$ cat src/common/fbp_map.svh
`ifndef FBP_MAP_SVH
`define FBP_MAP_SVH
`define FBP_CFG_CP_LO 22'h300008
`define FBP_CFG_CP_HI 22'h300009
`define FBP_CFG_WP_LO 22'h30000a
`define FBP_CFG_WP_HI 22'h30000b
`define FBP_CFG_RP_LO 22'h30000c
`define FBP_CFG_RP_HI 22'h30000d
`define FBP_BIT_EE 7
`define FBP_BIT_BOOT 6
`define FBP_BIT_CFG 5
`define FBP_BOOT_END_SMALL 17'h001ff
`define FBP_BOOT_END_LARGE 17'h007ff
`define FBP_B0_END_8K 17'h00fff
`define FBP_B0_END_MID 17'h01fff
`define FBP_B0_END_64K 17'h03fff
`define FBP_B1_END_8K 17'h01fff
`define FBP_B1_END_MID 17'h03fff
`define FBP_B1_END_64K 17'h07fff
`define FBP_B2_END_32K 17'h05fff
`define FBP_B2_END_64K 17'h0bfff
`define FBP_B3_END_32K 17'h07fff
`define FBP_B3_END_64K 17'h0ffff
`define FBP_MEM_END_8K 17'h01fff
`define FBP_MEM_END_16K 17'h03fff
`define FBP_MEM_END_32K 17'h07fff
`define FBP_MEM_END_64K 17'h0ffff
`define FBP_ERASED 8'hff
`define FBP_ZERO 8'h00
`endif

$ cat src/common/fbp_pkg.sv
package fbp_pkg;
  typedef enum logic [1:0] {
    FBP_SIZE_8K,
    FBP_SIZE_16K,
    FBP_SIZE_32K,
    FBP_SIZE_64K
  } fbp_size_t;
  typedef enum logic [2:0] {
    FBP_BLK_BOOT,
    FBP_BLK_0,
    FBP_BLK_1,
    FBP_BLK_2,
    FBP_BLK_3,
    FBP_BLK_NONE
  } fbp_blk_t;
  typedef enum logic [1:0] {
    FBP_IDLE,
    FBP_ANSWER
  } fbp_state_t;
endpackage

$ cat src/common/fbp_dec_if.sv
`timescale 1ns/1ps
`default_nettype none
interface fbp_dec_if;
  import fbp_pkg::*;
  logic [21:0] addr;
  fbp_blk_t blk;
  modport decoder (input addr, output blk);
  modport user (output addr, input blk);
endinterface
`default_nettype wire

$ cat src/core/fbp_block_decode.sv
`timescale 1ns/1ps
`default_nettype none
`include "fbp_map.svh"
module fbp_block_decode
  import fbp_pkg::*;
(
  // configuration
  input wire fbp_size_t size,
  // lookup
  fbp_dec_if.decoder dec
);
  logic [16:0] a;
  logic hi_zero;
  assign hi_zero = (dec.addr[21:17] == 5'h00);
  assign a = dec.addr[16:0];
  always_comb begin
    dec.blk = FBP_BLK_NONE;
    if (hi_zero) begin
      case (size)
        FBP_SIZE_8K: begin
          if (a <= `FBP_BOOT_END_SMALL) dec.blk = FBP_BLK_BOOT;
          else if (a <= `FBP_B0_END_8K) dec.blk = FBP_BLK_0;
          else if (a <= `FBP_B1_END_8K) dec.blk = FBP_BLK_1;
        end
        FBP_SIZE_16K, FBP_SIZE_32K: begin
          if (a <= `FBP_BOOT_END_LARGE) dec.blk = FBP_BLK_BOOT;
          else if (a <= `FBP_B0_END_MID) dec.blk = FBP_BLK_0;
          else if (a <= `FBP_B1_END_MID) dec.blk = FBP_BLK_1;
          else if (size == FBP_SIZE_32K && a <= `FBP_B2_END_32K)
            dec.blk = FBP_BLK_2;
          else if (size == FBP_SIZE_32K && a <= `FBP_B3_END_32K)
            dec.blk = FBP_BLK_3;
        end
        FBP_SIZE_64K: begin
          if (a <= `FBP_BOOT_END_LARGE) dec.blk = FBP_BLK_BOOT;
          else if (a <= `FBP_B0_END_64K) dec.blk = FBP_BLK_0;
          else if (a <= `FBP_B1_END_64K) dec.blk = FBP_BLK_1;
          else if (a <= `FBP_B2_END_64K) dec.blk = FBP_BLK_2;
          else if (a <= `FBP_B3_END_64K) dec.blk = FBP_BLK_3;
        end
        default: dec.blk = FBP_BLK_NONE;
      endcase
    end
  end
endmodule // fbp_block_decode
`default_nettype wire

$ cat src/core/fbp_prot_bits.sv
`timescale 1ns/1ps
`default_nettype none
`include "fbp_map.svh"
module fbp_prot_bits #(
  parameter int WIDTH = 8,
  parameter logic [WIDTH-1:0] IMPL = '1
) (
  // clock and reset
  input wire logic clk,
  input wire logic rst_n,
  // update
  input wire logic clr_en,
  input wire logic [WIDTH-1:0] wdata,
  input wire logic erase,
  input wire logic [WIDTH-1:0] erase_mask,
  // state
  output logic [WIDTH-1:0] bits
);
  logic [WIDTH-1:0] bits_q;
  logic [WIDTH-1:0] bits_d;
  always_comb begin
    bits_d = bits_q;
    if (clr_en) bits_d = bits_d & wdata;
    if (erase) bits_d = bits_d | erase_mask;
    bits_d = bits_d & IMPL;
  end
  always_ff @(posedge clk) begin
    if (!rst_n) bits_q <= IMPL;
    else bits_q <= bits_d;
  end
  assign bits = bits_q;
endmodule // fbp_prot_bits
`default_nettype wire

$ cat src/core/fbp_protect.sv
`timescale 1ns/1ps
`default_nettype none
`include "fbp_map.svh"
module fbp_protect
  import fbp_pkg::*;
#(
  parameter fbp_size_t MEM_SIZE = FBP_SIZE_32K
) (
  // clock and reset
  input wire logic CORE_CLK,
  input wire logic RESET_N,
  // cpu table access
  input wire logic TBL_REQ,
  input wire logic TBL_WRITE,
  input wire logic [21:0] TBL_ADDR,
  input wire logic [21:0] TBL_PC,
  input wire logic [7:0] TBL_WDATA,
  input wire logic [7:0] MEM_RDATA,
  output logic TBL_ACK,
  output logic [7:0] TBL_RDATA,
  output logic TBL_WR_EN,
  output logic TBL_REJECT,
  // external programmer
  input wire logic EXT_REQ,
  input wire logic EXT_WRITE,
  input wire logic [21:0] EXT_ADDR,
  input wire logic CHIP_ERASE,
  input wire logic BLOCK_ERASE,
  input wire logic [2:0] ERASE_BLOCK,
  output logic EXT_ACK,
  output logic EXT_WR_EN,
  output logic EXT_REJECT,
  output logic [7:0] EXT_RDATA,
  // protection state
  output logic [5:0] EXT_READ_PROT_N,
  output logic EEPROM_CODE_PROT_N,
  output logic EEPROM_WRITE_PROT_N
);
  fbp_dec_if dec_tgt();
  fbp_dec_if dec_src();
  fbp_dec_if dec_ext();
  fbp_size_t size;
  fbp_blk_t tgt_blk, src_blk, ext_blk;
  logic [7:0] cp_lo, cp_hi, wp_lo, wp_hi, rp_lo, rp_hi;
  logic [7:0] lo_erase, boot_erase;
  logic erase_any, is_cfg, cfg_wr_ok;
  logic wr_cp_lo, wr_cp_hi, wr_wp_lo, wr_wp_hi, wr_rp_lo, wr_rp_hi;
  logic [7:0] cfg_rdata;
  logic tgt_rp_n, tgt_wp_n, ext_cp_n, ext_valid, read_ok;
  fbp_state_t state_q;
  logic tbl_ack_q, tbl_wr_en_q, tbl_reject_q;
  logic ext_ack_q, ext_wr_en_q, ext_reject_q;
  logic [7:0] tbl_rdata_q, ext_rdata_q;
  logic [5:0] rp_out_q;
  logic ee_cp_q, ee_wp_q;

  assign size = MEM_SIZE;
  assign dec_tgt.addr = TBL_ADDR;
  assign dec_src.addr = TBL_PC;
  assign dec_ext.addr = EXT_ADDR;
  assign tgt_blk = dec_tgt.blk;
  assign src_blk = dec_src.blk;
  assign ext_blk = dec_ext.blk;

  fbp_block_decode u_dec_tgt (.size(size), .dec(dec_tgt));
  fbp_block_decode u_dec_src (.size(size), .dec(dec_src));
  fbp_block_decode u_dec_ext (.size(size), .dec(dec_ext));

  assign is_cfg = (TBL_ADDR >= `FBP_CFG_CP_LO) &&
    (TBL_ADDR <= `FBP_CFG_RP_HI);
  // config writes gated by the config write-protect bit
  assign cfg_wr_ok = TBL_REQ && TBL_WRITE && wp_hi[`FBP_BIT_CFG];
  assign wr_cp_lo = cfg_wr_ok && (TBL_ADDR == `FBP_CFG_CP_LO);
  assign wr_cp_hi = cfg_wr_ok && (TBL_ADDR == `FBP_CFG_CP_HI);
  assign wr_wp_lo = cfg_wr_ok && (TBL_ADDR == `FBP_CFG_WP_LO);
  assign wr_wp_hi = cfg_wr_ok && (TBL_ADDR == `FBP_CFG_WP_HI);
  assign wr_rp_lo = cfg_wr_ok && (TBL_ADDR == `FBP_CFG_RP_LO);
  assign wr_rp_hi = cfg_wr_ok && (TBL_ADDR == `FBP_CFG_RP_HI);

  assign erase_any = CHIP_ERASE || BLOCK_ERASE;
  always_comb begin
    lo_erase = `FBP_ZERO;
    boot_erase = `FBP_ZERO;
    if (CHIP_ERASE) begin
      lo_erase = `FBP_ERASED;
      boot_erase = `FBP_ERASED;
    end else if (BLOCK_ERASE) begin
      case (fbp_blk_t'(ERASE_BLOCK))
        FBP_BLK_BOOT: boot_erase[`FBP_BIT_BOOT] = 1'b1;
        FBP_BLK_0: lo_erase[0] = 1'b1;
        FBP_BLK_1: lo_erase[1] = 1'b1;
        FBP_BLK_2: lo_erase[2] = 1'b1;
        FBP_BLK_3: lo_erase[3] = 1'b1;
        default: lo_erase = `FBP_ZERO;
      endcase
    end
  end

  fbp_prot_bits #(.WIDTH(8), .IMPL(8'h0f)) u_cp_lo (.clk(CORE_CLK),
    .rst_n(RESET_N), .clr_en(wr_cp_lo), .wdata(TBL_WDATA),
    .erase(erase_any), .erase_mask(lo_erase), .bits(cp_lo));
  fbp_prot_bits #(.WIDTH(8), .IMPL(8'hc0)) u_cp_hi (.clk(CORE_CLK),
    .rst_n(RESET_N), .clr_en(wr_cp_hi), .wdata(TBL_WDATA),
    .erase(erase_any), .erase_mask(boot_erase | (CHIP_ERASE ?
    `FBP_ERASED : `FBP_ZERO)), .bits(cp_hi));
  fbp_prot_bits #(.WIDTH(8), .IMPL(8'h0f)) u_wp_lo (.clk(CORE_CLK),
    .rst_n(RESET_N), .clr_en(wr_wp_lo), .wdata(TBL_WDATA),
    .erase(erase_any), .erase_mask(lo_erase), .bits(wp_lo));
  // config write-protect is read-only from the table path
  fbp_prot_bits #(.WIDTH(8), .IMPL(8'he0)) u_wp_hi (.clk(CORE_CLK),
    .rst_n(RESET_N), .clr_en(wr_wp_hi),
    .wdata(TBL_WDATA | 8'h20), .erase(erase_any),
    .erase_mask(boot_erase), .bits(wp_hi));
  fbp_prot_bits #(.WIDTH(8), .IMPL(8'h0f)) u_rp_lo (.clk(CORE_CLK),
    .rst_n(RESET_N), .clr_en(wr_rp_lo), .wdata(TBL_WDATA),
    .erase(erase_any), .erase_mask(lo_erase), .bits(rp_lo));
  fbp_prot_bits #(.WIDTH(8), .IMPL(8'h40)) u_rp_hi (.clk(CORE_CLK),
    .rst_n(RESET_N), .clr_en(wr_rp_hi), .wdata(TBL_WDATA),
    .erase(erase_any), .erase_mask(boot_erase), .bits(rp_hi));

  always_comb begin
    case (TBL_ADDR)
      `FBP_CFG_CP_LO: cfg_rdata = cp_lo;
      `FBP_CFG_CP_HI: cfg_rdata = cp_hi;
      `FBP_CFG_WP_LO: cfg_rdata = wp_lo;
      `FBP_CFG_WP_HI: cfg_rdata = wp_hi;
      `FBP_CFG_RP_LO: cfg_rdata = rp_lo;
      `FBP_CFG_RP_HI: cfg_rdata = rp_hi;
      default: cfg_rdata = `FBP_ZERO;
    endcase
  end

  always_comb begin
    tgt_rp_n = 1'b1;
    tgt_wp_n = 1'b0;
    case (tgt_blk)
      FBP_BLK_BOOT: begin
        tgt_rp_n = rp_hi[`FBP_BIT_BOOT];
        tgt_wp_n = wp_hi[`FBP_BIT_BOOT];
      end
      FBP_BLK_0: begin
        tgt_rp_n = rp_lo[0];
        tgt_wp_n = wp_lo[0];
      end
      FBP_BLK_1: begin
        tgt_rp_n = rp_lo[1];
        tgt_wp_n = wp_lo[1];
      end
      FBP_BLK_2: begin
        tgt_rp_n = rp_lo[2];
        tgt_wp_n = wp_lo[2];
      end
      FBP_BLK_3: begin
        tgt_rp_n = rp_lo[3];
        tgt_wp_n = wp_lo[3];
      end
      default: begin
        tgt_rp_n = 1'b1;
        tgt_wp_n = 1'b0;
      end
    endcase
  end

  always_comb begin
    ext_valid = 1'b1;
    case (ext_blk)
      FBP_BLK_BOOT: ext_cp_n = cp_hi[`FBP_BIT_BOOT];
      FBP_BLK_0: ext_cp_n = cp_lo[0];
      FBP_BLK_1: ext_cp_n = cp_lo[1];
      FBP_BLK_2: ext_cp_n = cp_lo[2];
      FBP_BLK_3: ext_cp_n = cp_lo[3];
      default: begin
        ext_cp_n = 1'b0;
        ext_valid = 1'b0;
      end
    endcase
  end

  assign read_ok = (tgt_blk != FBP_BLK_NONE) &&
    (tgt_rp_n || (tgt_blk == src_blk));

  always_ff @(posedge CORE_CLK) begin
    if (!RESET_N) state_q <= FBP_IDLE;
    else begin
      case (state_q)
        FBP_IDLE: if (TBL_REQ) state_q <= FBP_ANSWER;
        FBP_ANSWER: state_q <= TBL_REQ ? FBP_ANSWER : FBP_IDLE;
        default: state_q <= FBP_IDLE;
      endcase
    end
  end

  // table path answer
  always_ff @(posedge CORE_CLK) begin
    if (!RESET_N) begin
      tbl_ack_q <= 1'b0;
      tbl_wr_en_q <= 1'b0;
      tbl_reject_q <= 1'b0;
      tbl_rdata_q <= `FBP_ZERO;
    end else begin
      tbl_ack_q <= TBL_REQ;
      tbl_wr_en_q <= 1'b0;
      tbl_reject_q <= 1'b0;
      tbl_rdata_q <= `FBP_ZERO;
      if (TBL_REQ && TBL_WRITE) begin
        tbl_wr_en_q <= !is_cfg && tgt_wp_n;
        tbl_reject_q <= is_cfg ? !wp_hi[`FBP_BIT_CFG] : !tgt_wp_n;
      end else if (TBL_REQ) begin
        if (is_cfg) tbl_rdata_q <= cfg_rdata;
        else if (read_ok) tbl_rdata_q <= MEM_RDATA;
        tbl_reject_q <= !is_cfg && !read_ok;
      end
    end
  end

  // programmer path answer
  always_ff @(posedge CORE_CLK) begin
    if (!RESET_N) begin
      ext_ack_q <= 1'b0;
      ext_wr_en_q <= 1'b0;
      ext_reject_q <= 1'b0;
      ext_rdata_q <= `FBP_ZERO;
    end else begin
      ext_ack_q <= EXT_REQ;
      ext_wr_en_q <= EXT_REQ && EXT_WRITE && ext_valid && ext_cp_n;
      ext_reject_q <= EXT_REQ && !(ext_valid && ext_cp_n);
      ext_rdata_q <= (EXT_REQ && !EXT_WRITE && ext_valid && ext_cp_n) ?
        MEM_RDATA : `FBP_ZERO;
    end
  end

  always_ff @(posedge CORE_CLK) begin
    if (!RESET_N) begin
      rp_out_q <= 6'h2f;
      ee_cp_q <= 1'b1;
      ee_wp_q <= 1'b1;
    end else begin
      rp_out_q <= {rp_hi[`FBP_BIT_BOOT], 1'b0, rp_lo[3:0]};
      ee_cp_q <= cp_hi[`FBP_BIT_EE];
      ee_wp_q <= wp_hi[`FBP_BIT_EE];
    end
  end

  assign TBL_ACK = tbl_ack_q;
  assign TBL_RDATA = tbl_rdata_q;
  assign TBL_WR_EN = tbl_wr_en_q;
  assign TBL_REJECT = tbl_reject_q;
  assign EXT_ACK = ext_ack_q;
  assign EXT_WR_EN = ext_wr_en_q;
  assign EXT_REJECT = ext_reject_q;
  assign EXT_RDATA = ext_rdata_q;
  assign EXT_READ_PROT_N = rp_out_q;
  assign EEPROM_CODE_PROT_N = ee_cp_q;
  assign EEPROM_WRITE_PROT_N = ee_wp_q;
endmodule // fbp_protect
`default_nettype wire

$ cat config.mk
export PLATFORM = sky130hd
export DESIGN_NAME = fbp_protect
export DESIGN_NICKNAME = d
export VERILOG_FILES = /design/src/common/fbp_pkg.sv /design/src/common/fbp_dec_if.sv /design/src/core/fbp_block_decode.sv /design/src/core/fbp_prot_bits.sv /design/src/core/fbp_protect.sv
export VERILOG_INCLUDE_DIRS = /design/src /design/src/common
export SDC_FILE = /design/constraint.sdc
export NUM_CORES = 1
export LEC_CHECK = 0
export BUFFER_PORTS_ARGS = -buffer_cell sky130_fd_sc_hd__buf_2
export CAP_MARGIN = 25
export CORE_ASPECT_RATIO = 0.75
export CORE_MARGIN = 2
export CORE_UTILIZATION = 47
export CTS_BUF_LIST = sky130_fd_sc_hd__clkbuf_16
export DETAILED_ROUTE_END_ITERATION = 16
export PLACE_DENSITY = 0.85
export SLEW_MARGIN = 5
export SYNTH_ARGS = -nofsm -noshare
export SYNTH_HDL_FRONTEND = slang
export SYNTH_SLANG_ARGS = --single-unit
$ cat constraint.sdc
create_clock -name CORE_CLK -period 3.4 [get_ports CORE_CLK]
set_input_delay 0.17 -clock CORE_CLK [delete_from_list [all_inputs] [get_ports CORE_CLK]]
set_output_delay 0.17 -clock CORE_CLK [all_outputs]
set_load 0.01 [all_outputs]
# --- After elaboration in Yosys (flattened, before gate mapping) ---
# Cells that the tools add are included.
totals:
  out_inout_bits: 30
  ff_bits: 59
  elab_cells: 162
  inputBits: 93
classes:
  n_eq_ne: 20
  n_reduce_logical: 38
  bitwise: 15
  n_mux: 52
  order_cmp: 17
ops:
  columns: ["op", "n"]
  rows:
  - ["equality test 22 bit (second input constant)", 6]
  - ["less-or-equal comparator 17 x 15 -> 1 bit (second input constant)", 6]
  - ["2-to-1 mux 8 bit", 7]
  - ["less-or-equal comparator 17 x 11 -> 1 bit (second input constant)", 3]
  - ["less-or-equal comparator 17 x 13 -> 1 bit (second input constant)", 3]
  - ["less-or-equal comparator 17 x 14 -> 1 bit (second input constant)", 3]
  - ["case mux 8 bit (6 select lines)", 1]
  - ["2-to-1 mux 3 bit", 15]
  - ["2-to-1 mux 4 bit", 8]
  - ["bitwise OR 8 bit", 3]
  - ["greater-or-equal comparator 22 bit (second input constant)", 1]
  - ["less-or-equal comparator 22 bit (second input constant)", 1]
  - ["logical AND 1 bit", 20]
  - ["equality test 3 x 2 -> 1 bit (second input constant)", 6]
  - ["bitwise AND 8 bit", 2]
  - ["logical NOT 5 bit", 3]
  - ["2-to-1 mux 1 bit", 15]
  - ["case mux 1 bit (5 select lines)", 3]
  - ["2-to-1 mux 7 bit", 2]
  - ["bitwise AND 4 bit", 3]
  - ["bitwise OR 4 bit", 3]
  - ["equality test 3 x 1 -> 1 bit (second input constant)", 3]
  - ["equality test 3 bit (second input constant)", 3]
  - ["logical NOT 3 bit", 3]
  - ["other kinds (11)", 19]

# --- Longest topological paths before layout ---
# Gate-level depths: netlist of run 1.
depth:
  ltp_word: 15
  mapped_depth: 7
  mapped_depth_nobuf: 6

# --- Modules after synthesis ---
# A second synthesis of run 1 with hierarchy kept.
unflattened:
  hier_cells: 431
  hier_area_um2: 3588.4
by_module_without_submodules:
  columns: ["module", "instances", "seq_area_each_um2", "area_per_inst_um2", "cells_each"]
  rows:
  - ["fbp_protect", 1, 580.6, 1891.8, 212]
  - ["fbp_block_decode", 3, 0.0, 257.7, 41]
  - ["fbp_prot_bits at u_cp_lo ...", 3, 80.1, 182.7, 18]
  - ["fbp_prot_bits at u_wp_hi", 1, 60.1, 153.9, 16]
  - ["fbp_prot_bits at u_cp_hi", 1, 40.0, 125.1, 14]
  - ["fbp_prot_bits at u_rp_hi", 1, 20.0, 96.3, 12]

# --- Least setup slack after synthesis of run 1 ---
# No wires, ideal clock.
synth_path:
  path_type: "input-to-reg"
  startpoint: "input TBL_ADDR[14]"
  endpoint: "register u_wp_lo.bits_q[1] (netlist: u_wp_lo.bits[1])"
  required_time_ns: 3.275
  setup_slack_ns: 1.319
  path_buffers: 1
  cell_stages: 7
  t_arrival_ns: 1.956
  setup_time_ns: 0.125
  path_cell_list: "buf_2 > or4_4 > nand3b_4 > or4b_4 > or3_4 > o21ai_1 > nand2_1"
synth_between:
  elab_chain_cells: 5
synth_rtl:
  columns: ["item", "line", "rtl"]
  rows:
  - ["start, declared", "fbp_protect.sv:15", "input wire logic [21:0] TBL_ADDR,"]
  - ["equality test 22 bit *", null, null]
  - ["logical AND 1 bit *", "fbp_protect.sv:75", "assign wr_wp_lo = cfg_wr_ok && (TBL_ADDR == `FBP_CFG_WP_LO);"]
  - ["2-to-1 mux 4 bit *", "fbp_prot_bits.sv:23", "if (clr_en) bits_d = bits_d & wdata;"]
  - ["bitwise OR 4 bit", "fbp_prot_bits.sv:24", "if (erase) bits_d = bits_d | erase_mask;"]
  - ["2-to-1 mux 4 bit *", "fbp_prot_bits.sv:24", null]
  - ["end signal, assigned", "fbp_prot_bits.sv:29", "else bits_q <= bits_d;"]
  - ["end, declared", "fbp_prot_bits.sv:19", "logic [WIDTH-1:0] bits_q;"]
# Every way passes the cells marked *; elsewhere a longest branch is shown, timed or not.
# A chain may end at the register's enable or synchronous reset.

# --- Final worst setup path of run 1 ---
layout_path:
  startpoint: "input TBL_ADDR[17]"
  endpoint: "register tbl_rdata_q[1] (netlist: TBL_RDATA[1])"
layout_between:
  elab_chain_cells: 8
layout_rtl:
  columns: ["item", "line", "rtl"]
  rows:
  - ["logical NOT 5 bit", "fbp_block_decode.sv:14", "assign hi_zero = (dec.addr[21:17] == 5'h00);"]
  - ["2-to-1 mux 3 bit", "fbp_block_decode.sv:18", "if (hi_zero) begin"]
  - ["equality test 3 bit (tied with other cells)", "fbp_protect.sv:136", "case (tgt_blk)"]
  - ["case mux 1 bit (5 select lines)", "fbp_protect.sv:136", null]
  - ["logical OR 1 bit", "fbp_protect.sv:180", "(tgt_rp_n || (tgt_blk == src_blk));"]
  - ["logical AND 1 bit", "fbp_protect.sv:179", "assign read_ok = (tgt_blk != FBP_BLK_NONE) &&"]
  - ["2-to-1 mux 8 bit", "fbp_protect.sv:210", "else if (read_ok) tbl_rdata_q <= MEM_RDATA;"]
  - ["2-to-1 mux 8 bit *", "fbp_protect.sv:209", "if (is_cfg) tbl_rdata_q <= cfg_rdata;"]
  - ["end signal, assigned", "fbp_protect.sv:199", "tbl_rdata_q <= `FBP_ZERO;"]
  - ["end signal, assigned", "fbp_protect.sv:204", "tbl_rdata_q <= `FBP_ZERO;"]
  - ["end signal, assigned", "fbp_protect.sv:209", null]
  - ["end, declared", "fbp_protect.sv:53", "logic [7:0] tbl_rdata_q, ext_rdata_q;"]
# Marks and branches as above.

==> tab_implementation.tex, run 1 <==
\begin{tabular}{lr}
\hline
Metric & Value \\
\hline
\multicolumn{2}{l}{\textbf{STA}} \\
\quad Upper clock frequency limit & around 0.47 GHz \\
\quad Fin. max-slew vios & 0 \\
\quad Maximum clock skew at final layout & 0.00571 ns \\
\quad Number of setup violations in the final report & 0 \\
\quad Fraction of the cycle the final worst path needs & 0.627 \\
\quad Min Hold Slack & 0.0933 ns \\
\quad Final count of hold timing violations & 0 \\
\quad Unrepaired setup endpoints after global routing & no \\
\quad Setup Total Neg Slack & 0 ns \\
\quad Min Tclk post-route & 2.13 ns \\
\quad Slew at the pin closest to its max-slew limit & 0.523 ns \\
\quad Headroom to the max-slew limit & 0.649 \\
\multicolumn{2}{l}{\textbf{Placed design}} \\
\quad Total instance count after detailed placement & 373 \\
\quad Port bufs & 97 \\
\quad RePlAce Congestion & 0.877 \\
\quad Detailed placer's ending HPWL & 4.17 mm \\
\multicolumn{2}{l}{\textbf{Routing}} \\
\quad Aggregate routed wire length & around 5.4 mm \\
\quad Count of TritonRoute iterations in the first routing pass & 4 \\
\quad Via Count & 2,056 \\
\quad Post-DR vias/cell & roughly 5.4 \\
\quad DRC violations left & 0 \\
\quad Antenna-violating nets left & 0 \\
\quad WL/cell & 14.0 um \\
\quad Violation count after the first detailed-route iteration & 110 \\
\multicolumn{2}{l}{\textbf{Synth}} \\
\quad Async set-reset flop share out of synthesis & 0 \\
\quad Share of the yosys chip area belonging to registers & 0.445 \\
\quad Netlist area before placement & 2120 um\^{}2 \\
\quad Biggest area contributors in the synthesized netlist & sky130\_fd\_sc\_hd\_\_dfxtp\_1, sky130\_fd\_sc\_hd\_\_o21ai\_0, sky130\_fd\_sc\_hd\_\_and2\_1 \\
\quad Syn\_area\_per\_cell & 9.40 um\^{}2 \\
\quad Number of synthesized flops with an enable pin & 0 \\
\quad Cell accounting for the most synthesized area & sky130\_fd\_sc\_hd\_\_dfxtp\_1 \\
\quad Number of different library cells in the post-synthesis netlist & 55 \\
\quad Post-synth top flop & sky130\_fd\_sc\_hd\_\_dfxtp\_1 \\
\quad Warnings from Yosys & 0 \\
\quad Net count after synthesis & roughly 320 \\
\quad Number of synthesized register bits & 47 \\
\quad Synth top area share & 0.445 \\
\quad Number of instances in the synthesized netlist & 225 \\
\multicolumn{2}{l}{\textbf{CTS}} \\
\quad Total clock buffers created by CTS & 5 \\
\quad Clock latency on the worst-skew pair & 0.28 ns \\
\quad Max Root-Sink Buffers & 2 \\
\quad CTS tree & done \\
\quad Worst-path clk slew & 0.06 ns \\
\quad Root Driver & sky130\_fd\_sc\_hd\_\_clkbuf\_16 \\
\quad TritonCTS sink count & 47 \\
\quad Quantity of gates resized following cts & 0 \\
\quad \# hold bufs at CTS & 0 \\
\quad H-tree depth reported by CTS & 2 \\
\quad Setup Buffers After CTS & 0 \\
\multicolumn{2}{l}{\textbf{Finish}} \\
\quad Multi-input logic area & approximately 1100 um\^{}2 \\
\quad Count of nets after finishing & roughly 420 \\
\quad Share of post-route cells with drive strength above 1 & 0.373 \\
\quad Fill cells & 373 \\
\quad Diodes inserted & 0 \\
\quad Area taken by flip-flops and latches & 941 um\^{}2 \\
\quad Layout Utilization & 0.636 \\
\quad Area delta synth->final & 31.9\% \\
\quad Non-filler instance count after layout & 381 \\
\multicolumn{2}{l}{\textbf{Critical path}} \\
\quad Crit. End Element & flop \\
\quad Gate family responsible for the most delay along the worst path & simple AND/OR/NAND/NOR gates \\
\quad Worst reg2reg startpoint & u\_cp\_lo.bits[0] \\
\quad End of the worst register-to-register path & EXT\_RDATA[5] \\
\quad Data required time of the worst path & $\sim$3.6 ns \\
\quad Setup crit start & TBL\_ADDR[17] \\
\quad Worst setup slack for register-to-register paths & 1.63 ns \\
\quad Cell depth of the worst flop-to-flop path & 5 \\
\quad Number of buffer and inverter instances along the worst setup path & 1 \\
\quad Top fanout value on the critical path & 9 \\
\quad Critical Path Start Type & primary input \\
\quad Slowest library cell on the worst path & sky130\_fd\_sc\_hd\_\_or4b\_1 \\
\quad Series of cell instances along the critical path & buf\_2, nor3\_2, nand4\_1, or4b\_1, o41a\_1, o22ai\_2, a22o\_1 \\
\quad Slowest Stage Delay on Critical Path & roughly 0.5 ns \\
\quad Path length in cells of the critical path & 7 \\
\quad Startpoint-to-endpoint class of the critical path & in -> reg \\
\quad Critical Path AT & 2.36 ns \\
\quad CP endpoint & TBL\_RDATA[1] \\
\multicolumn{2}{l}{\textbf{Pwr}} \\
\quad Ratio of total power to cell area & 408 nW/um\^{}2 \\
\quad Maximum vdd ir drop & 338 uV \\
\quad Static Leak & 0.00124 uW \\
\multicolumn{2}{l}{\textbf{Floorplanning}} \\
\quad Effective utilization at floorplan & 0.482 \\
\quad Die footprint & 5060 um\^{}2 \\
\quad Placeable core region & roughly 4400 um\^{}2 \\
\quad Y dimension of the die & 62.1 um \\
\quad Number of primary I/O pins & between 100 and 150 \\
\quad Die extent in x & approximately 80 um \\
\quad Rows & 21 \\
\multicolumn{2}{l}{\textbf{GRT}} \\
\quad Antenna violations before repair & 0 \\
\quad Number of global-route vias before repair & 1,888 \\
\quad Overall overflow remaining after global route & 0 \\
\quad Global-route wire length before repair & a little under 9 mm \\
\quad Pin count of the biggest net entering global routing & 20 \\
\quad Aggregate global-route resource usage & 0.220 \\
\multicolumn{2}{l}{\textbf{Run status}} \\
\quad Status & complete, no violations \\
\multicolumn{2}{l}{\textbf{Hold path}} \\
\quad Worst min path class & in -> reg \\
\multicolumn{2}{l}{\textbf{Flow run}} \\
\quad Max-cap violations & 0 \\
\hline
\end{tabular}
==> final cells by class <==
cell class / instances / area share
timing repair buffer: 97 / 0.174
multi-input combinational: 168 / 0.406
clock buffer: 5 / 0.0448
inverter: 4 / 0.00538
sequential: 47 / 0.337
clock inverter: 3 / 0.00717
tap: 57 / 0.0256
==> per-stage QoR <==
| step | instance area (um^2) | worst slack (ns) | total power (uW) |
|---|---|---|---|
| final | 2790 | 1.27 | 1140 |
| after global routing | 2790 | 1.10 | 1180 |
| after CTS | 2790 | 1.23 | 1140 |
| after detailed placement | 2650 | 0.969 | 676 |
| after global placement | 2650 | 1.01 | 674 |
| after floorplan | 2120 | 1.32 | 615 |
==> synth_stat cells (5+ instances only) <==
| library cell | count |
|---|---|
| sky130_fd_sc_hd__a31oi_1 | 5 |
| sky130_fd_sc_hd__a22o_1 | 5 |
| sky130_fd_sc_hd__nand2_1 | 18 |
| sky130_fd_sc_hd__nor2b_1 | 5 |
| sky130_fd_sc_hd__nand2b_1 | 11 |
| sky130_fd_sc_hd__nand3_1 | 10 |
| sky130_fd_sc_hd__mux2i_1 | 6 |
| sky130_fd_sc_hd__nor2_1 | 9 |
| sky130_fd_sc_hd__dfxtp_1 | 47 |
| sky130_fd_sc_hd__nor3_1 | 6 |
| sky130_fd_sc_hd__and2_1 | 11 |
| sky130_fd_sc_hd__o21ai_0 | 20 |
==> sequential cells by signal (all words and copies together), names as in the netlist <==
register / count
EXT_RDATA: 8
TBL_RDATA: 8
EXT_READ_PROT_N: 5
u_cp_lo.bits: 4
u_rp_lo.bits: 4
u_wp_lo.bits: 4
u_wp_hi.bits: 3
u_cp_hi.bits: 2
EEPROM_CODE_PROT_N: 1
EEPROM_WRITE_PROT_N: 1
EXT_ACK: 1
EXT_REJECT: 1
EXT_WR_EN: 1
TBL_ACK: 1
TBL_REJECT: 1
TBL_WR_EN: 1
u_rp_hi.bits: 1
==> worst register-to-register path: stages (launching register included) <==
cell                      delay (ns)
sky130_fd_sc_hd__dfxtp_1        0.33
sky130_fd_sc_hd__mux2_2         0.26
sky130_fd_sc_hd__mux4_2         0.46
sky130_fd_sc_hd__and3_1         0.18
sky130_fd_sc_hd__and3b_1        0.26
sky130_fd_sc_hd__and2_1         0.19
==> worst min path at each step <==
stage | startpoint | end | slack, ns | cells after the start
floorplan | RESET_N | EEPROM_WRITE_PROT_N | 0.24 | 1
global placement | MEM_RDATA[5] | TBL_RDATA[5] | 0.38 | 2
detailed placement | MEM_RDATA[5] | TBL_RDATA[5] | 0.38 | 2
CTS | MEM_RDATA[5] | TBL_RDATA[5] | 0.09 | 2
global route | MEM_RDATA[5] | TBL_RDATA[5] | 0.10 | 2
finish | MEM_RDATA[5] | TBL_RDATA[5] | 0.09 | 2
==> logic make-up (layout without fill, tap and decap cells) <==
kind of cell / Yosys count / in the layout / synth area share
and+or+nand+nor: 104 / 104 / 0.309
AOI/OAI and AO/OA: 52 / 52 / 0.166
DFF: 47 / 47 / 0.445
muxes: 10 / 10 / 0.0550
buffers and inverters: 10 / 109 / 0.0201
other: 1 / 1 / 0.00177
xor gates and xnor gates: 1 / 1 / 0.00414
==> report_power, final <==
group	internal, uW	switching (uW)	total (uW)
registers	553	0.715	554
clock network	271	202	473
logic	51.2	60.4	112
total	875	264	1140
==> per-layer routing <==
| metal | part of all wire | wire length, um | global-route usage |
|---|---|---|---|
| met2 | 0.43 | 2300 | 0.335 |
| met3 | 0.074 | 396 | 0.0596 |
| met1 | 0.49 | 2610 | 0.315 |
| met4 | 0.0069 | 37 | 0.0424 |
| met5 | 0 | 0 | 0 |
==> placed cells by master, fill, tap and decap left out, types with 2 or more instances in the layout <==
master / count
sky130_fd_sc_hd__o41ai_1: 4
sky130_fd_sc_hd__nor2_1: 9
sky130_fd_sc_hd__and3b_1: 2
sky130_fd_sc_hd__o31ai_1: 2
sky130_fd_sc_hd__nor2b_1: 5
sky130_fd_sc_hd__buf_2: 97
sky130_fd_sc_hd__nand3_1: 10
sky130_fd_sc_hd__mux2i_1: 6
sky130_fd_sc_hd__nor4b_1: 2
sky130_fd_sc_hd__a31oi_1: 5
sky130_fd_sc_hd__clkbuf_16: 5
sky130_fd_sc_hd__nand2_1: 18
sky130_fd_sc_hd__o21ai_0: 20
sky130_fd_sc_hd__nand4_1: 4
sky130_fd_sc_hd__or4b_1: 2
sky130_fd_sc_hd__and3_1: 3
sky130_fd_sc_hd__nor3_1: 6
sky130_fd_sc_hd__inv_1: 4
sky130_fd_sc_hd__and2_1: 11
sky130_fd_sc_hd__a22o_1: 5
sky130_fd_sc_hd__dfxtp_1: 47
sky130_fd_sc_hd__or2_2: 3
sky130_fd_sc_hd__mux2_2: 3
sky130_fd_sc_hd__nand2b_1: 11
sky130_fd_sc_hd__o21ai_1: 4
sky130_fd_sc_hd__or3_1: 2
sky130_fd_sc_hd__nor4_1: 4
Power figures use the tool's default switching activity.
==> inputs of run 2 (changes only) <==
--- a/config.mk
+++ b/config.mk
@@ -6,14 +6,15 @@
 export SDC_FILE = /design/constraint.sdc
 export NUM_CORES = 1
 export LEC_CHECK = 0
+export ABC_AREA = 1
 export BUFFER_PORTS_ARGS = -buffer_cell sky130_fd_sc_hd__buf_2
 export CAP_MARGIN = 25
 export CORE_ASPECT_RATIO = 0.75
 export CORE_MARGIN = 2
-export CORE_UTILIZATION = 47
+export CORE_UTILIZATION = 41
 export CTS_BUF_LIST = sky130_fd_sc_hd__clkbuf_16
 export DETAILED_ROUTE_END_ITERATION = 16
-export PLACE_DENSITY = 0.85
+export PLACE_DENSITY = 0.76
 export SLEW_MARGIN = 5
 export SYNTH_ARGS = -nofsm -noshare
 export SYNTH_HDL_FRONTEND = slang
==> constraint.sdc (replaced) <==
create_clock -name CORE_CLK -period 1.92 [get_ports CORE_CLK]
set_input_delay 0.096 -clock CORE_CLK [delete_from_list [all_inputs] [get_ports CORE_CLK]]
set_output_delay 0.096 -clock CORE_CLK [all_outputs]
set_load 0.01 [all_outputs]
==> tab_implementation.tex, run 2 <==
\begin{tabular}{lr}
\hline
Metric & Value \\
\hline
\multicolumn{2}{l}{\textbf{Run status}} \\
\quad Status & complete, no violations (unchanged) \\
\multicolumn{2}{l}{\textbf{Synth}} \\
\quad Number of instances in the synthesized netlist & 345 (was 225) \\
\quad Post-synth top flop & sky130\_fd\_sc\_hd\_\_dfxtp\_1 (unchanged) \\
\quad Syn\_area\_per\_cell & 6.98 um\^{}2 (was 9.40 um\^{}2) \\
\quad Async set-reset flop share out of synthesis & 0 (unchanged) \\
\quad Warnings from Yosys & 0 (unchanged) \\
\quad Net count after synthesis & 438 (was 318) \\
\quad Number of synthesized register bits & 47 (unchanged) \\
\quad Netlist area before placement & 2410 um\^{}2 (was 2120 um\^{}2) \\
\quad Cell with the most instances after synthesis & sky130\_fd\_sc\_hd\_\_nand2\_1 (was sky130\_fd\_sc\_hd\_\_dfxtp\_1) \\
\quad Cell accounting for the most synthesized area & sky130\_fd\_sc\_hd\_\_dfxtp\_1 (unchanged) \\
\quad Number of synthesized flops with an enable pin & 0 (unchanged) \\
\quad Share of the yosys chip area belonging to registers & 0.391 (was 0.445) \\
\quad Number of different library cells in the post-synthesis netlist & 39 (was 55) \\
\quad Synth top area share & 0.391 (was 0.445) \\
\quad Leading cell types by count after synthesis & sky130\_fd\_sc\_hd\_\_nand2\_1, sky130\_fd\_sc\_hd\_\_inv\_1, sky130\_fd\_sc\_hd\_\_dfxtp\_1, sky130\_fd\_sc\_hd\_\_nor2\_1, sky130\_fd\_sc\_hd\_\_nand3\_1 (was sky130\_fd\_sc\_hd\_\_dfxtp\_1, sky130\_fd\_sc\_hd\_\_o21ai\_0, sky130\_fd\_sc\_hd\_\_nand2\_1, sky130\_fd\_sc\_hd\_\_and2\_1, sky130\_fd\_sc\_hd\_\_nand2b\_1) \\
\quad Biggest area contributors in the synthesized netlist & sky130\_fd\_sc\_hd\_\_dfxtp\_1, sky130\_fd\_sc\_hd\_\_nand2\_1, sky130\_fd\_sc\_hd\_\_inv\_1 (was sky130\_fd\_sc\_hd\_\_dfxtp\_1, sky130\_fd\_sc\_hd\_\_o21ai\_0, sky130\_fd\_sc\_hd\_\_and2\_1) \\
\multicolumn{2}{l}{\textbf{Pwr}} \\
\quad Part of the total power dissipated in combinational logic & 0.089 (was 0.098) \\
\quad Internal power of the cells & 1810 uW (was 875 uW) \\
\quad Switching power share of the total & 0.202 (was 0.231) \\
\quad Ratio of total power to cell area & 717 nW/um\^{}2 (was 408 nW/um\^{}2) \\
\quad Power spent charging and discharging nets & 457 uW (was 264 uW) \\
\quad Clk network pwr share & 0.477 (was 0.415) \\
\quad Overall power & 2260 uW (was 1140 uW) \\
\quad Maximum vdd ir drop & 385 uV (was 338 uV) \\
\quad Register share of total power & 0.434 (was 0.486) \\
\quad Static Leak & 0.00162 uW (was 0.00124 uW) \\
\multicolumn{2}{l}{\textbf{GRT}} \\
\quad Number of global-route vias before repair & 2,271 (was 1,888) \\
\quad Pin count of the biggest net entering global routing & 15 (was 20) \\
\quad Overall overflow remaining after global route & 0 (unchanged) \\
\quad Antenna violations before repair & 0 (unchanged) \\
\quad Global-route wire length before repair & 9.85 mm (was 8.73 mm) \\
\quad Aggregate global-route resource usage & 0.189 (was 0.220) \\
\multicolumn{2}{l}{\textbf{STA}} \\
\quad Fin. max-slew vios & 0 (unchanged) \\
\quad Unrepaired setup endpoints after global routing & no (unchanged) \\
\quad Fraction of the cycle the final worst path needs & 0.824 \\
\quad Setup Total Neg Slack & 0 ns (unchanged) \\
\quad Maximum clock skew at final layout & 0.00375 ns (was 0.00571 ns) \\
\quad Upper clock frequency limit & $\sim$0.63 GHz \\
\quad Final count of hold timing violations & 0 (unchanged) \\
\quad Min Hold Slack & 0.0349 ns (was 0.0933 ns) \\
\quad Number of setup violations in the final report & 0 (unchanged) \\
\quad Min Tclk post-route & 1.58 ns \\
\multicolumn{2}{l}{\textbf{Critical path}} \\
\quad Critical Path Start Type & flop (was primary input) \\
\quad Crit. End Element & flop (unchanged) \\
\quad Critical Path AT & 1.80 ns (was 2.36 ns) \\
\quad Slowest Stage Delay on Critical Path & 0.40 ns (was 0.50 ns) \\
\quad Gate family responsible for the most delay along the worst path & compound AO/OA/AOI/OAI gates (was simple AND/OR/NAND/NOR gates) \\
\quad Top fanout value on the critical path & 8 (was 9) \\
\quad Cell depth of the worst flop-to-flop path & 6 (was 5) \\
\quad Slowest library cell on the worst path & sky130\_fd\_sc\_hd\_\_a211oi\_1 (was sky130\_fd\_sc\_hd\_\_or4b\_1) \\
\quad Startpoint-to-endpoint class of the critical path & reg -> reg (was in -> reg) \\
\quad Data required time of the worst path & 2.14 ns (was 3.63 ns) \\
\quad Worst setup slack for register-to-register paths & 0.34 ns (was 1.63 ns) \\
\quad Number of buffer and inverter instances along the worst setup path & 1 (unchanged) \\
\quad End of the worst register-to-register path & EXT\_RDATA[6] (was EXT\_RDATA[5]) \\
\quad Series of cell instances along the critical path & inv\_1, o21ai\_0, nand3\_1, a211oi\_1, nand2\_1, nor2\_1 (was buf\_2, nor3\_2, nand4\_1, or4b\_1, o41a\_1, o22ai\_2, a22o\_1) \\
\quad Worst reg2reg startpoint & u\_cp\_lo.bits[0] (unchanged) \\
\multicolumn{2}{l}{\textbf{Placed design}} \\
\quad Detailed placer's ending HPWL & 4.92 mm (was 4.17 mm) \\
\quad RePlAce Congestion & 0.856 (was 0.877) \\
\quad Total instance count after detailed placement & 517 (was 373) \\
\quad Port bufs & 97 (unchanged) \\
\multicolumn{2}{l}{\textbf{Finish}} \\
\quad Count of nets after finishing & 539 (was 416) \\
\quad Area delta synth->final & 31.1\% (was 31.9\%) \\
\quad Diodes inserted & 0 (unchanged) \\
\quad Non-filler instance count after layout & 525 (was 381) \\
\quad Share of post-route cells with drive strength above 1 & 0.311 (was 0.373) \\
\quad Leading cell type in the layout, fill and taps excluded & sky130\_fd\_sc\_hd\_\_buf\_2 (unchanged) \\
\quad Most used cells in the layout excluding fill and tap cells & sky130\_fd\_sc\_hd\_\_buf\_2, sky130\_fd\_sc\_hd\_\_nand2\_1, sky130\_fd\_sc\_hd\_\_inv\_1 (was sky130\_fd\_sc\_hd\_\_buf\_2, sky130\_fd\_sc\_hd\_\_dfxtp\_1, sky130\_fd\_sc\_hd\_\_o21ai\_0) \\
\multicolumn{2}{l}{\textbf{Hold path}} \\
\quad Hold Path Cell Cnt & 3 (was 2) \\
\quad Hold endpoint & EXT\_RDATA[0] (was TBL\_RDATA[5]) \\
\quad Hold path start & MEM\_RDATA[0] (was MEM\_RDATA[5]) \\
\quad Worst min path class & in -> reg (unchanged) \\
\multicolumn{2}{l}{\textbf{Floorplanning}} \\
\quad Y dimension of the die & 70.4 um (was 62.1 um) \\
\quad Die extent in x & 92.5 um (was 81.5 um) \\
\quad Placeable core region & 5740 um\^{}2 (was 4390 um\^{}2) \\
\quad Rows & 24 (was 21) \\
\quad Number of primary I/O pins & 123 (unchanged) \\
\quad Effective utilization at floorplan & 0.420 (was 0.482) \\
\quad Die footprint & 6510 um\^{}2 (was 5060 um\^{}2) \\
\multicolumn{2}{l}{\textbf{CTS}} \\
\quad Worst-path clk slew & 0.06 ns (about the same) \\
\quad \# hold bufs at CTS & 0 (unchanged) \\
\quad Root Driver & sky130\_fd\_sc\_hd\_\_clkbuf\_16 (unchanged) \\
\quad Max Root-Sink Buffers & 2 (unchanged) \\
\quad TritonCTS sink count & 47 (unchanged) \\
\quad Clock latency on the worst-skew pair & 0.28 ns (about the same) \\
\quad Quantity of gates resized following cts & 0 (unchanged) \\
\quad H-tree depth reported by CTS & 2 (unchanged) \\
\quad CTS tree & done (unchanged) \\
\quad Total clock buffers created by CTS & 5 (unchanged) \\
\quad Setup Buffers After CTS & 0 (unchanged) \\
\multicolumn{2}{l}{\textbf{Routing}} \\
\quad Via Count & 2,510 (was 2,056) \\
\quad Antenna-violating nets left & 0 (unchanged) \\
\quad Post-DR vias/cell & 4.78 (was 5.40) \\
\quad Aggregate routed wire length & 5.90 mm (was 5.35 mm) \\
\quad Count of TritonRoute iterations in the first routing pass & 4 (unchanged) \\
\quad DRC violations left & 0 (unchanged) \\
\quad Violation count after the first detailed-route iteration & 115 (was 110) \\
\quad WL/cell & 11.2 um (was 14.0 um) \\
\multicolumn{2}{l}{\textbf{Flow run}} \\
\quad Max-cap violations & 0 (unchanged) \\
\hline
\end{tabular}
[run 2: area by class of cell]
cell class                 count  area, um^2
multi-input combinational    237        1220
sequential                    47         941
inverter                      57         219
timing repair buffer          98         493
fill                         550        2580
clock buffer                   5         125
clock inverter                 3        63.8
tap                           78        97.6
[run 2: worst register-to-register path, delay by kind of cell, from the launching register on]
| kind | cells | cell delay, ns |
|---|---|---|
| compound gates | 2 | 0.56 |
| simple gates | 3 | 0.56 |
| flops | 1 | 0.32 |
| buf+inv | 1 | 0.07 |
[run 2: how the worst max path moves through the flow]
stage                    startpoint            to  slack, ns  cells after the start
detailed placement     TBL_ADDR[13]    TBL_REJECT       0.16                     11
CTS                 u_cp_lo.bits[0]  EXT_RDATA[6]       0.28                      6
finish              u_cp_lo.bits[0]  EXT_RDATA[6]       0.34                      6
floorplan               TBL_ADDR[0]  TBL_RDATA[6]       0.57                     14
global placement       TBL_ADDR[13]    TBL_REJECT       0.22                     11
global route        u_cp_lo.bits[0]  EXT_RDATA[6]       0.07                      6
[run 2: cell families (layout without fill, tap and decap cells)]
family                 count (synthesis)  in the layout  share of synthesized area
other                                  1              1                    0.00156
DFF                                   47             47                      0.391
AOI/OAI and AO/OA                     54             54                      0.135
and+or+nand+nor                      182            182                      0.369
buffers and inverters                 61            163                      0.103
[run 2: routing by layer]
metal	GRT usage	routed length, um	part of all wire	vias to the layer above
met5	0	0	0	-
li1	-	-	-	1327
met1	0.257	2880	0.49	1078
met3	0.0636	524	0.089	5
met2	0.293	2440	0.41	100
met4	0.0398	51	0.0086	0
[run 2: stage by stage]
stage / util / worst slack (ns) / instance area (um^2)
detailed placement: 0.517 / 0.157 / 2970
global placement: 0.517 / 0.216 / 2970
finish: 0.550 / 0.339 / 3160
floorplan: - / 0.574 / 2410
global route: 0.550 / 0.0658 / 3160
CTS: 0.550 / 0.284 / 3160
[run 2: power groups by stage]
stage | registers (uW) | clock network (uW) | logic, uW
after detailed placement | 1000 | 0 | 200
after global placement | 1000 | 0 | 196
final | 982 | 1080 | 202
after global routing | 981 | 1150 | 230
after CTS | 982 | 1100 | 201
after floorplan | 1010 | 0 | 94.7
==> inputs of run 3 (changes only) <==
==> constraint.sdc (replaced) <==
create_clock -name CORE_CLK -period 1.44 [get_ports CORE_CLK]
set_input_delay 0.072 -clock CORE_CLK [delete_from_list [all_inputs] [get_ports CORE_CLK]]
set_output_delay 0.072 -clock CORE_CLK [all_outputs]
set_load 0.01 [all_outputs]
==> tab_implementation.tex, run 3 (same netlist as run 2, synthesis figures left out) <==
\begin{tabular}{lr}
\hline
Metric & Value \\
\hline
\multicolumn{2}{l}{\textbf{Run status}} \\
\quad Status & complete, no violations (unchanged) \\
\multicolumn{2}{l}{\textbf{Pwr}} \\
\quad Part of the total power dissipated in combinational logic & 0.102 (was 0.089) \\
\quad Register share of total power & 0.457 (was 0.434) \\
\quad Maximum vdd ir drop & 589 uV (was 385 uV) \\
\quad Overall power & 2860 uW (was 2260 uW) \\
\quad Internal power of the cells & 2250 uW (was 1810 uW) \\
\quad Clk network pwr share & 0.441 (was 0.477) \\
\quad Ratio of total power to cell area & 868 nW/um\^{}2 (was 717 nW/um\^{}2) \\
\quad Switching power share of the total & 0.216 (was 0.202) \\
\quad Static Leak & 0.00171 uW (was 0.00162 uW) \\
\quad Power spent charging and discharging nets & 618 uW (was 457 uW) \\
\multicolumn{2}{l}{\textbf{CTS}} \\
\quad Root Driver & sky130\_fd\_sc\_hd\_\_clkbuf\_16 (unchanged) \\
\quad TritonCTS sink count & 47 (unchanged) \\
\quad H-tree depth reported by CTS & 2 (unchanged) \\
\quad Max Root-Sink Buffers & 2 (unchanged) \\
\quad Clock latency on the worst-skew pair & 0.28 ns (about the same) \\
\quad CTS tree & done (unchanged) \\
\quad Total clock buffers created by CTS & 5 (unchanged) \\
\quad Worst-path clk slew & 0.06 ns (about the same) \\
\multicolumn{2}{l}{\textbf{STA}} \\
\quad Maximum clock skew at final layout & 0.00366 ns (was 0.00375 ns) \\
\quad Setup Total Neg Slack & 0 ns (unchanged) \\
\quad Number of setup violations in the final report & 0 (unchanged) \\
\quad Upper clock frequency limit & 0.770 GHz (was 0.632 GHz) \\
\quad Min Tclk post-route & 1.30 ns (was 1.58 ns) \\
\quad Min Hold Slack & 0.0136 ns (was 0.0349 ns) \\
\quad Fraction of the cycle the final worst path needs & 0.902 (was 0.824) \\
\quad Unrepaired setup endpoints after global routing & no (unchanged) \\
\quad Final count of hold timing violations & 0 (unchanged) \\
\quad Fin. max-slew vios & 0 (unchanged) \\
\multicolumn{2}{l}{\textbf{Routing}} \\
\quad DRC violations left & 0 (unchanged) \\
\quad WL/cell & 11.6 um (was 11.2 um) \\
\quad Count of TritonRoute iterations in the first routing pass & 5 (was 4) \\
\quad Aggregate routed wire length & 6.35 mm (was 5.90 mm) \\
\quad Via Count & 2,619 (was 2,510) \\
\quad Antenna-violating nets left & 0 (unchanged) \\
\quad Post-DR vias/cell & 4.79 (was 4.78) \\
\quad Violation count after the first detailed-route iteration & 95 (was 115) \\
\multicolumn{2}{l}{\textbf{Placed design}} \\
\quad RePlAce Congestion & 0.934 (was 0.856) \\
\quad Port bufs & 97 (unchanged) \\
\quad Post-detailed-placement cell area & 3130 um\^{}2 (was 2970 um\^{}2) \\
\quad Total instance count after detailed placement & 539 (was 517) \\
\quad Detailed placer's ending HPWL & 5.27 mm (was 4.92 mm) \\
\multicolumn{2}{l}{\textbf{Finish}} \\
\quad Non-filler instance count after layout & 547 (was 525) \\
\quad Diodes inserted & 0 (unchanged) \\
\quad Share of post-route cells with drive strength above 1 & 0.345 (was 0.311) \\
\quad Most used cells in the layout excluding fill and tap cells & sky130\_fd\_sc\_hd\_\_buf\_2, sky130\_fd\_sc\_hd\_\_nand2\_1, sky130\_fd\_sc\_hd\_\_inv\_1 (unchanged) \\
\quad Area delta synth->final & 37.2\% (was 31.1\%) \\
\quad Post-layout instance area & 3300 um\^{}2 (was 3160 um\^{}2) \\
\quad Fill cells & 563 (was 550) \\
\quad Count of nets after finishing & 561 (was 539) \\
\quad Leading cell type in the layout, fill and taps excluded & sky130\_fd\_sc\_hd\_\_buf\_2 (unchanged) \\
\multicolumn{2}{l}{\textbf{Critical path}} \\
\quad Top fanout value on the critical path & 5 (was 8) \\
\quad Startpoint-to-endpoint class of the critical path & reg -> reg (unchanged) \\
\quad Critical Path Start Type & flop (unchanged) \\
\quad Worst setup slack for register-to-register paths & 0.14 ns (was 0.34 ns) \\
\quad Crit. End Element & flop (unchanged) \\
\quad Data required time of the worst path & 1.61 ns (was 2.14 ns) \\
\quad Critical Path AT & 1.47 ns (was 1.80 ns) \\
\multicolumn{2}{l}{\textbf{GRT}} \\
\quad Global-route wire length before repair & 10.5 mm (was 9.85 mm) \\
\quad Pin count of the biggest net entering global routing & 15 (unchanged) \\
\quad Antenna violations before repair & 0 (unchanged) \\
\quad Aggregate global-route resource usage & 0.199 (was 0.189) \\
\quad Number of global-route vias before repair & 2,402 (was 2,271) \\
\quad Overall overflow remaining after global route & 0 (unchanged) \\
\multicolumn{2}{l}{\textbf{Floorplanning}} \\
\quad Y dimension of the die & 70.4 um (unchanged) \\
\quad Rows & 24 (unchanged) \\
\quad Placeable core region & 5740 um\^{}2 (unchanged) \\
\quad Die footprint & 6510 um\^{}2 (unchanged) \\
\quad Effective utilization at floorplan & 0.420 (unchanged) \\
\quad Number of primary I/O pins & 123 (unchanged) \\
\quad Die extent in x & 92.5 um (unchanged) \\
\multicolumn{2}{l}{\textbf{Flow run}} \\
\quad Max-cap violations & 0 (unchanged) \\
\multicolumn{2}{l}{\textbf{Hold path}} \\
\quad Worst min path class & in -> reg (unchanged) \\
\hline
\end{tabular}
## run 3: cell count changes in the layout (fill, tap and decap cells not counted), sizes merged
cell    before  now
bufinv       2    1
clkinv       1    3
buf         98  120
inv         57   56
## run 3: cell type report
type	instances	area [um^2]	area share
clock buffers	5	125	0.0379
clock inverters	3	38.8	0.0117
inverters	57	219	0.0663
multi-input cells	237	1220	0.370
flip-flops and latches	47	941	0.285
well taps	78	97.6	0.0296
repair buffers	120	658	0.199
## run 3: timing repair
action | CTS | global route
setup buffers | 0 | 0
endpoints found under the setup margin | 0 | 9
hold buffers | 0 | 0
gates resized for setup | 0 | 2
## run 3: worst paths after layout
path,from,to,depth (start not counted)
setup / recovery,u_wp_hi.bits[5],u_rp_lo.bits[0],5
hold / removal,MEM_RDATA[2],EXT_RDATA[2],3
setup reg to reg,u_wp_hi.bits[5],u_rp_lo.bits[0],5
hold reg to reg,u_cp_hi.bits[7],EEPROM_CODE_PROT_N,2
## run 3: metrics by stage
step	util	setup WS, ns
after global placement	0.546	-0.129
after floorplan	-	0.118
after detailed placement	0.546	-0.119
after global routing	0.576	0.000982
final	0.576	0.141
after CTS	0.575	0.0200
## run 3: power by group through the flow
stage / clock network (uW) / registers, uW / logic (uW)
after floorplan: 0 / 1340 / 126
after detailed placement: 0 / 1340 / 290
after global routing: 1350 / 1310 / 328
after global placement: 0 / 1340 / 284
final: 1260 / 1310 / 293
after CTS: 1280 / 1310 / 292
## run 3: metal layers
| metal | share of wire | vias up | GRT usage | routed length [um] |
|---|---|---|---|---|
| met5 | 0 | - | 0 | 0 |
| met2 | 0.44 | 101 | 0.337 | 2800 |
| met3 | 0.085 | 6 | 0.0475 | 537 |
| li1 | - | 1371 | - | - |
| met1 | 0.47 | 1141 | 0.263 | 2980 |
| met4 | 0.0035 | 0 | 0.0299 | 22 |
## run 3: worst max-delay path: stages (launching register included)
cell and delay, ns:
sky130_fd_sc_hd__dfxtp_1 0.35, sky130_fd_sc_hd__inv_1 0.08, sky130_fd_sc_hd__nor2_1 0.32, sky130_fd_sc_hd__nand2_1 0.19, sky130_fd_sc_hd__o21ai_0 0.19, sky130_fd_sc_hd__nand2_1 0.06
